File: config.mk
export PLATFORM = sky130hd
export DESIGN_NAME = ccs_cpu_clock_ctrl
export DESIGN_NICKNAME = d
export VERILOG_FILES = /design/src/hw/ccs_pkg.sv /design/src/hw/ccs_clk_div.sv /design/src/hw/ccs_cpu_clock_ctrl.sv
export SDC_FILE = /design/constraint.sdc
export NUM_CORES = 1
export LEC_CHECK = 0
export BUFFER_PORTS_ARGS = -buffer_cell sky130_fd_sc_hd__buf_2
export CORE_MARGIN = 1.5
export CORE_UTILIZATION = 25
export CTS_CLUSTER_SIZE = 14
export DETAILED_ROUTE_END_ITERATION = 16
export SYNTH_ARGS = -nofsm -noshare
export SYNTH_HDL_FRONTEND = slang
export SYNTH_SLANG_ARGS = --single-unit
File: constraint.sdc
create_clock -name clk_sys -period 3.75 [get_ports clk_sys]
set_clock_uncertainty 0.05 [all_clocks]
set_input_delay 0.375 -clock clk_sys [delete_from_list [all_inputs] [get_ports clk_sys]]
set_output_delay 0.375 -clock clk_sys [all_outputs]
set_load 0.005 [all_outputs]
File: src/hw/ccs_pkg.sv
// constants shared by the processor clock control block
package ccs_pkg;
  // register port and field layout
  localparam logic [15:0] CCS_REG_ADDR = 16'h1072;
  localparam int CCS_SRC_BIT = 15;
  localparam int CCS_NOM_LSB = 12;
  localparam int CCS_AUTO_BIT = 11;
  localparam int CCS_ALT_LSB = 8;
  localparam int CCS_EXT_LSB = 4;
  localparam int CCS_STOP_ON_HALT_AND_HOLD_BIT = 1;
  localparam int CCS_SCH_BIT = 0;
  // reset values
  localparam logic CCS_SRC_RST = 1'b0;
  localparam logic [2:0] CCS_NOM_RST = 3'h1;
  localparam logic CCS_AUTO_RST = 1'b0;
  localparam logic [2:0] CCS_ALT_RST = 3'h0;
  localparam logic [3:0] CCS_EXT_RST = 4'h0;
  localparam logic CCS_STOP_RST = 1'b0;
  // divider codes
  localparam logic [2:0] CCS_DIV_INPUT = 3'h0;
  localparam logic [2:0] CCS_DIV_1 = 3'h1;
  localparam logic [2:0] CCS_DIV_2 = 3'h2;
  localparam logic [2:0] CCS_DIV_4_LO = 3'h3;
  localparam logic [2:0] CCS_DIV_4_HI = 3'h4;
  localparam logic [2:0] CCS_DIV_8_LO = 3'h5;
  localparam logic [2:0] CCS_DIV_8_HI = 3'h6;
  // multiplexer select codes
  localparam logic [2:0] CCS_MUX_FAST = 3'h0;
  localparam logic [2:0] CCS_MUX_STRAP = 3'h4;
  // timing
  localparam int CCS_CLK_MHZ = 250;
  localparam int CCS_LONG_WINDOW_S = 1;
  localparam int CCS_SHORT_WINDOW_MS = 1;
  localparam int CCS_HOLD_STEP_US = 1;
  localparam int CCS_LONG_CYCLES = CCS_LONG_WINDOW_S * CCS_CLK_MHZ * 1000000;
  localparam int CCS_SHORT_CYCLES = CCS_SHORT_WINDOW_MS * CCS_CLK_MHZ * 1000;
  localparam int CCS_HOLD_STEP_CYCLES = CCS_HOLD_STEP_US * CCS_CLK_MHZ;
  // sequencing after reset
  typedef enum logic [1:0] {
    CCS_ST_RESET = 2'b00,
    CCS_ST_STRAP = 2'b01,
    CCS_ST_RUN = 2'b10
  } ccs_seq_e;
endpackage

File: src/hw/ccs_clk_div.sv
// processor clock divider with boundary-aligned setting changes
`timescale 1ns/100ps
`default_nettype none
module ccs_clk_div
  import ccs_pkg::*;
(
  // clock and reset
  input wire logic clk_sys,
  input wire logic rst,
  // source and control
  input wire logic srcClk,
  input wire logic [2:0] divCode,
  input wire logic stopReq,
  // generated clock
  output logic processorClock,
  output logic stopped
);
  logic srcPrev;
  logic srcRise;
  logic [2:0] phase;
  logic [2:0] activeCode;
  logic [2:0] lastPhase;

  assign srcRise = srcClk & ~srcPrev;

  always_comb begin
    case (activeCode)
      CCS_DIV_2: lastPhase = 3'h1;
      CCS_DIV_4_LO, CCS_DIV_4_HI: lastPhase = 3'h3;
      CCS_DIV_8_LO, CCS_DIV_8_HI: lastPhase = 3'h7;
      default: lastPhase = 3'h0;
    endcase
  end

  always_ff @(posedge clk_sys) begin
    if (rst) begin
      srcPrev <= 1'b0;
    end else begin
      srcPrev <= srcClk;
    end
  end

  // new setting and stop taken only at the end of a divided period
  always_ff @(posedge clk_sys) begin
    if (rst) begin
      phase <= 3'h0;
      activeCode <= CCS_DIV_1;
      stopped <= 1'b0;
    end else if (srcRise) begin
      if (phase == lastPhase) begin
        phase <= 3'h0;
        activeCode <= divCode;
        stopped <= stopReq;
      end else begin
        phase <= phase + 3'h1;
      end
    end
  end

  // output waveform per divider code, low while stopped
  always_ff @(posedge clk_sys) begin
    if (rst) begin
      processorClock <= 1'b0;
    end else if (stopped) begin
      processorClock <= 1'b0;
    end else begin
      case (activeCode)
        CCS_DIV_1: processorClock <= srcClk;
        CCS_DIV_2: processorClock <= (phase == 3'h0);
        CCS_DIV_4_LO: processorClock <= (phase == 3'h0);
        CCS_DIV_4_HI: processorClock <= (phase != 3'h0);
        CCS_DIV_8_LO: processorClock <= (phase == 3'h0);
        CCS_DIV_8_HI: processorClock <= (phase != 3'h0);
        default: processorClock <= 1'b0;
      endcase
    end
  end
endmodule // ccs_clk_div
`default_nettype wire

File: src/hw/ccs_cpu_clock_ctrl.sv
// processor clock speed control, hold extension and clock stop
//
// Overview of operation
// - auto off: fast-select level 0 picks nominal divider, level 1 alternate.
// - fast-select asserted always forces the nominal divider.
// - auto on, fast-select off: alternate, nominal during timed speedup windows.
// - disk, coprocessor, SCSI, floppy, port B: one second; keyboard ends on video.
// - video access or processor reset gives a one millisecond window.
// - other NMI or IRQ gives a one millisecond window.
// - alternate divider decode, 000 meaning keep nominal setting.
// - hold request extended after refresh by field value in microseconds.
// - hold extension acts as zero while fast-select is asserted.
// - halt-and-hold stop bit stops clock at next halt with hold.
// - interrupt restarts after halt-and-hold stop; the bit stays set.
// - hold stop bit stops clock at next processor hold cycle.
// - interrupt restarts after hold stop and clears the hold stop bit (cleared here only while the halt-and-hold bit is clear).
// - refresh keeps running while the processor clock is stopped.
// - multiplexer select lines show 100 during system reset.
// - strap at select 100 after reset sets nominal divider default and direction.
// - fast-select arrives on the power control input through the multiplexer.
// - nominal divider decode, 000 making the clock pin an input.
// - halt slows the clock unless a stop is programmed; interrupt restores.
`timescale 1ns/100ps
`default_nettype none
module ccs_cpu_clock_ctrl
  import ccs_pkg::*;
#(
  parameter int LONG_CYCLES = CCS_LONG_CYCLES,
  parameter int SHORT_CYCLES = CCS_SHORT_CYCLES
)(
  // clock and reset
  input wire logic clk_sys,
  input wire logic rst,
  // register port
  input wire logic [15:0] ioAddr,
  input wire logic ioWrite,
  input wire logic ioRead,
  input wire logic [15:0] ioWrData,
  output logic [15:0] ioRdData,
  // multiplexed inputs
  output logic [2:0] muxSelect,
  input wire logic muxedRequestIn,
  input wire logic muxedPowerCtrlIn,
  // processor status
  input wire logic cpuHalt,
  input wire logic cpuHold,
  input wire logic intrEvt,
  input wire logic nmiEvt,
  // speedup activity pulses
  input wire logic slowIoEvt,
  input wire logic diskIrqEvt,
  input wire logic kbdIrqEvt,
  input wire logic otherIrqEvt,
  input wire logic videoEvt,
  input wire logic cpuResetEvt,
  // refresh
  input wire logic refreshDone,
  output logic holdExtend,
  // generated clock
  input wire logic srcClk,
  output logic processorClock,
  output logic processorClockOe,
  output logic clockSourceSel,
  output logic clockStopped
);
  ccs_seq_e seq;
  logic [2:0] nominalDivider;
  logic autoSpeedSwitchEn;
  logic [2:0] alternateDivider;
  logic [3:0] holdExtension;
  logic stopOnHaltAndHold;
  logic stopOnHold;
  logic fastLevel;
  logic fastAsserted;
  logic regHit;
  logic wakeEvt;
  logic stopReq;
  logic haltSlow;
  logic useAlt;
  logic [2:0] divCode;
  logic [31:0] windowCnt;
  logic kbdWindow;
  logic [11:0] holdCnt;
  logic [3:0] effExtension;
  logic divStopped;

  assign regHit = (ioAddr == CCS_REG_ADDR);
  assign wakeEvt = intrEvt | nmiEvt;
  assign fastAsserted = ~fastLevel;

  // reset sequencing, strap capture and select lines
  always_ff @(posedge clk_sys) begin
    if (rst) begin
      seq <= CCS_ST_RESET;
      muxSelect <= CCS_MUX_STRAP;
    end else begin
      case (seq)
        CCS_ST_RESET: seq <= CCS_ST_STRAP;
        CCS_ST_STRAP: begin
          seq <= CCS_ST_RUN;
          muxSelect <= CCS_MUX_FAST;
        end
        CCS_ST_RUN: seq <= CCS_ST_RUN;
        default: seq <= CCS_ST_RESET;
      endcase
    end
  end

  // fast-select sampled only while the multiplexer points at it
  always_ff @(posedge clk_sys) begin
    if (rst) begin
      fastLevel <= 1'b1;
    end else if (seq == CCS_ST_RUN && muxSelect == CCS_MUX_FAST) begin
      fastLevel <= muxedPowerCtrlIn;
    end
  end

  // control register
  always_ff @(posedge clk_sys) begin
    if (rst) begin
      clockSourceSel <= CCS_SRC_RST;
      nominalDivider <= CCS_NOM_RST;
      autoSpeedSwitchEn <= CCS_AUTO_RST;
      alternateDivider <= CCS_ALT_RST;
      holdExtension <= CCS_EXT_RST;
      stopOnHaltAndHold <= CCS_STOP_RST;
      stopOnHold <= CCS_STOP_RST;
    end else begin
      if (seq == CCS_ST_STRAP && muxedRequestIn) begin
        nominalDivider <= CCS_DIV_INPUT;
      end
      if (clockStopped && wakeEvt && !stopOnHaltAndHold) begin
        stopOnHold <= 1'b0;
      end
      if (ioWrite && regHit && seq == CCS_ST_RUN) begin
        clockSourceSel <= ioWrData[CCS_SRC_BIT];
        nominalDivider <= ioWrData[CCS_NOM_LSB +: 3];
        autoSpeedSwitchEn <= ioWrData[CCS_AUTO_BIT];
        alternateDivider <= ioWrData[CCS_ALT_LSB +: 3];
        holdExtension <= ioWrData[CCS_EXT_LSB +: 4];
        stopOnHaltAndHold <= ioWrData[CCS_STOP_ON_HALT_AND_HOLD_BIT];
        stopOnHold <= ioWrData[CCS_SCH_BIT];
      end
    end
  end

  // read data, reserved bits read as zero
  always_ff @(posedge clk_sys) begin
    if (rst) begin
      ioRdData <= 16'h0000;
    end else if (ioRead && regHit) begin
      ioRdData <= {clockSourceSel, nominalDivider, autoSpeedSwitchEn, alternateDivider,
                   holdExtension, 2'b00, stopOnHaltAndHold, stopOnHold};
    end else begin
      ioRdData <= 16'h0000;
    end
  end

  // speedup window timer, each event reloads with its own period, except reset, NMI or other IRQ inside a keyboard window
  always_ff @(posedge clk_sys) begin
    if (rst) begin
      windowCnt <= 32'h0;
      kbdWindow <= 1'b0;
    end else if (!autoSpeedSwitchEn) begin
      windowCnt <= 32'h0;
      kbdWindow <= 1'b0;
    end else if (slowIoEvt || diskIrqEvt) begin
      windowCnt <= LONG_CYCLES[31:0];
      kbdWindow <= 1'b0;
    end else if (kbdIrqEvt) begin
      windowCnt <= LONG_CYCLES[31:0];
      kbdWindow <= 1'b1;
    end else if (videoEvt || cpuResetEvt || nmiEvt || otherIrqEvt) begin
      if (videoEvt || !kbdWindow) begin
        windowCnt <= SHORT_CYCLES[31:0];
        kbdWindow <= 1'b0;
      end
    end else if (windowCnt != 32'h0) begin
      windowCnt <= windowCnt - 32'h1;
    end else begin
      kbdWindow <= 1'b0;
    end
  end

  // halt slowdown, released by any interrupt
  always_ff @(posedge clk_sys) begin
    if (rst) begin
      haltSlow <= 1'b0;
    end else if (wakeEvt) begin
      haltSlow <= 1'b0;
    end else if (cpuHalt && !stopOnHaltAndHold && !stopOnHold) begin
      haltSlow <= 1'b1;
    end
  end

  // clock stop request, interrupt restart takes priority
  always_ff @(posedge clk_sys) begin
    if (rst) begin
      stopReq <= 1'b0;
    end else if (wakeEvt) begin
      stopReq <= 1'b0;
    end else if (stopOnHaltAndHold && cpuHalt && cpuHold) begin
      stopReq <= 1'b1;
    end else if (stopOnHold && cpuHold) begin
      stopReq <= 1'b1;
    end
  end

  // divider selection
  always_comb begin
    if (fastAsserted) begin
      useAlt = 1'b0;
    end else if (autoSpeedSwitchEn) begin
      useAlt = (windowCnt == 32'h0) | haltSlow;
    end else begin
      useAlt = 1'b1;
    end
    if (useAlt && alternateDivider != CCS_DIV_INPUT) begin
      divCode = alternateDivider;
    end else begin
      divCode = nominalDivider;
    end
  end

  // clock pin direction and stop status
  always_ff @(posedge clk_sys) begin
    if (rst) begin
      processorClockOe <= 1'b1;
      clockStopped <= 1'b0;
    end else begin
      processorClockOe <= (nominalDivider != CCS_DIV_INPUT);
      clockStopped <= divStopped;
    end
  end

  // hold extension after each refresh, refresh itself never gated by stop
  assign effExtension = fastAsserted ? 4'h0 : holdExtension;

  always_ff @(posedge clk_sys) begin
    if (rst) begin
      holdCnt <= 12'h0;
      holdExtend <= 1'b0;
    end else if (refreshDone && effExtension != 4'h0) begin
      holdCnt <= 12'(effExtension * CCS_HOLD_STEP_CYCLES) - 12'h1;
      holdExtend <= 1'b1;
    end else if (holdCnt != 12'h0) begin
      holdCnt <= holdCnt - 12'h1;
    end else begin
      holdExtend <= 1'b0;
    end
  end

  ccs_clk_div u_div (
    .clk_sys(clk_sys),
    .rst(rst),
    .srcClk(srcClk),
    .divCode(divCode),
    .stopReq(stopReq),
    .processorClock(processorClock),
    .stopped(divStopped)
  );
endmodule // ccs_cpu_clock_ctrl
`default_nettype wire

==> qor.yml <==
logic_synthesis:
  synth-edff-count: 0
  syn_area_um2: 4930
  ys_ff_latch: 91
  synth.distinct_cells: 65
  syn_area_per_cell_um2: 8.61
  async_flop_share_pct: 0
  yosys_warnings: 0
  synth_seq_area_share_pct: 37.0
  synth_top_area_share_pct: 37.0
  ys_top_cells_by_area: "dfxtp_1 (37%), nor2_1 (5.7%), ha_1 (4.6%)"
  yosysMostFrequentCell: "dfxtp_1"
  synth_top_area_cell: "dfxtp_1"
  synthTopCellsByCount: "dfxtp_1 (91), nor2_1 (75), nand2_1 (42)"
  syn_inst: 572
  ys.flop_type: "dfxtp_1"
placed_design:
  dpl_worst_slack_ns: -0.000444
  placed_cell_area_um2: 5640
  dpl.hpwl_mm: 8.28
  place_congestion: 0.780
  io_buffers: 67
floorplan:
  die_height_um: 143
  row_count: 51
  core-area_um2: 19400
  fp.dieW_um: 143
  io_pins: 74
  dieArea_um2: 20600
  start_util_pct: 25.4
cts:
  cts_buffers: 9
  cts_tree: "yes"
  cts_hold_buf: 0
  clockBufferDepth: 2
  worst_skew_pair.late_latency_ns: 0.34
  h-tree-depth: 3
  cts-root-buf: "clkbuf_16"
  clk_pin_slew_worst_paths_ns: 0.07
  numClockSinks: 91
power_and_ir_drop:
  power_mw: 2.46
  powerDensity_nw_per_um2: 412
  ir_worst_vdd_v: 0.000183
  power.leakage_nw: 2.63
worst_setup_path:
  crit_arrival_ns: 3.80
  crit_top_cell: "inv_1"
  cp_max_fo: 6
  start_kind: "register"
  worst_path_max_delay_cell: "fa_1"
  cp.required_ns: 3.97
  criticalPathCategory: "reg -> reg"
  cp_cell_sequence: "xor2_1 > and2_1 > ha_4 > inv_1 > fa_1 > inv_1 > ha_1 > buf_4 > a21oi_1 > xnor2_1 > or2_2 > a221oi_2 > xnor3_1 > a211oi_2"
  cpPeakStageDelay_ns: 0.50
  end_kind: "register"
final_layout:
  final_area_um2: 5960
  nFillCells: 2082
  multi_input_area_um2: 2940
  antenna_cells: 0
  layout-drive-gt1-share_pct: 20.9
  regArea_um2: 1820
  syn2layout_area_growth_pct: 21.1
  fin_nets: 723
detailed_routing:
  wl_per_cell_um: 12.1
  routed_via_density: 4.48
  route.vias.total: 4120
  wl_mm: 11.1
  drtIter0Drc: 163
  drt_first_pass_iters: 4
  ant_nets: 0
  drc_errors: 0
timing:
  tightest_slew_ns: 0.827
  whs_ns: 0.153
  period_needed_ns: 3.59
  tns_ns: 0
  setup_ws_ns: 0.164
  fmax_mhz: 279
  slew_headroom_pct: 44.1
  setup_viol: 0
  slew_viol_final: 0
  period_share_pct: 95.6
  hold_viol: 0
  rsz0062_at_grt: "no"
grt:
  grt_pass1_vias: 3896
  grt_max_degree: 33
  antenna_found_initial: 0
  grt_usage_pct: 11.2
  gr-total-overflow: 0
  grt_pass1_wl_mm: 18.6
run_status:
  status: "complete, no violations"
run:
  maxCapViolations: 0
hold_path:
  min_path_type: "in -> reg"
==> metal layers <==
metal / track usage (%) / vias to the layer above / share of wire (%)
li1: - / 2154 / -
met3: 3.23 / 6 / 5.4
met4: 3.01 / 0 / 0.71
met1: 14.7 / 1868 / 50
met5: 0 / - / 0
met2: 18.1 / 92 / 44
==> cells by family after synthesis <==
family                   synth area share, %
AO/OA/AOI/OAI                           13.5
XOR/XNOR                                8.63
adder cells (fa/ha/maj)                 6.60
buffers and inverters                   4.29
flip-flops                              37.0
multiplexers                            3.28
other                                 0.0761
AND/OR/NAND/NOR                         26.6
==> final timing paths <==
path | from | endpoint | slack [ns] | cells after the start
min | diskIrqEvt | kbdWindow | 0.15 | 2
min reg2reg | u_div.stopped | u_div.processorClock | 0.41 | 1
max | holdExtension[2] | holdCnt[11] | 0.16 | 14
max reg2reg | holdExtension[2] | holdCnt[11] | 0.16 | 14
==> sequential cells by signal, indices dropped and copies added, names as in the netlist, 2 cells and up <==
| name | cells |
|---|---|
| u_div.activeCode | 3 |
| u_div.phase | 3 |
| ioRdData | 14 |
| nominalDivider | 3 |
| holdCnt | 12 |
| windowCnt | 32 |
| seq | 2 |
| holdExtension | 4 |
| alternateDivider | 3 |
==> area by class of cell <==
cell class / count / area share (%)
tap: 265 / 5.56
sequential: 91 / 30.6
clock inverter: 7 / 1.24
timing repair buffer: 86 / 8.01
multi-input combinational: 437 / 49.3
clock buffer: 9 / 3.78
inverter: 25 / 1.57
==> through the flow <==
| step | utilization [%] | instances |
|---|---|---|
| 3_3_place_gp | 29.1 | 903 |
| 2_1_floorplan | - | 575 |
| 4_1_cts | 30.7 | 920 |
| 3_5_place_dp | 29.1 | 903 |
| 6_report | 30.7 | 920 |
| 5_1_grt | 30.7 | 920 |
==> worst max-delay path, delay by kind of cell, from the launching register on <==
| kind | cells | cell delay (ns) |
|---|---|---|
| AND/OR/NAND/NOR | 2 | 0.54 |
| XOR/XNOR | 3 | 0.58 |
| buffers and inverters | 3 | 0.22 |
| flip-flops | 1 | 0.36 |
| adder cells (fa/ha/maj) | 3 | 1.07 |
| AO/OA/AOI/OAI | 3 | 0.70 |
==> what timing repair did <==
action,4_1_cts,5_1_grt
gates resized for setup,0,4
pin swaps,1,0
buffers inserted,1,0
endpoints found under the setup margin,1,1
==> layout by cell type, fill, tap and decap left out, types with 17 or more instances in the layout <==
cell	n
inv_1	25
dfxtp_1	90
xnor2_1	23
nor2_1	74
a21oi_1	36
nand2_1	42
and2_1	21
nor4_1	18
buf_2	67
buf_4	19
ha_1	17
xor2_1	23
nor3_1	18
==> power by group <==
group          internal, mW  switching, mW  total, mW  leakage, nW
Clock                 0.477          0.427      0.904        0.150
Sequential             1.03         0.0597       1.09        0.738
Combinational         0.223          0.243      0.466         1.74
Total                  1.73          0.730       2.46         2.63
(Power assumes the default switching activity.)
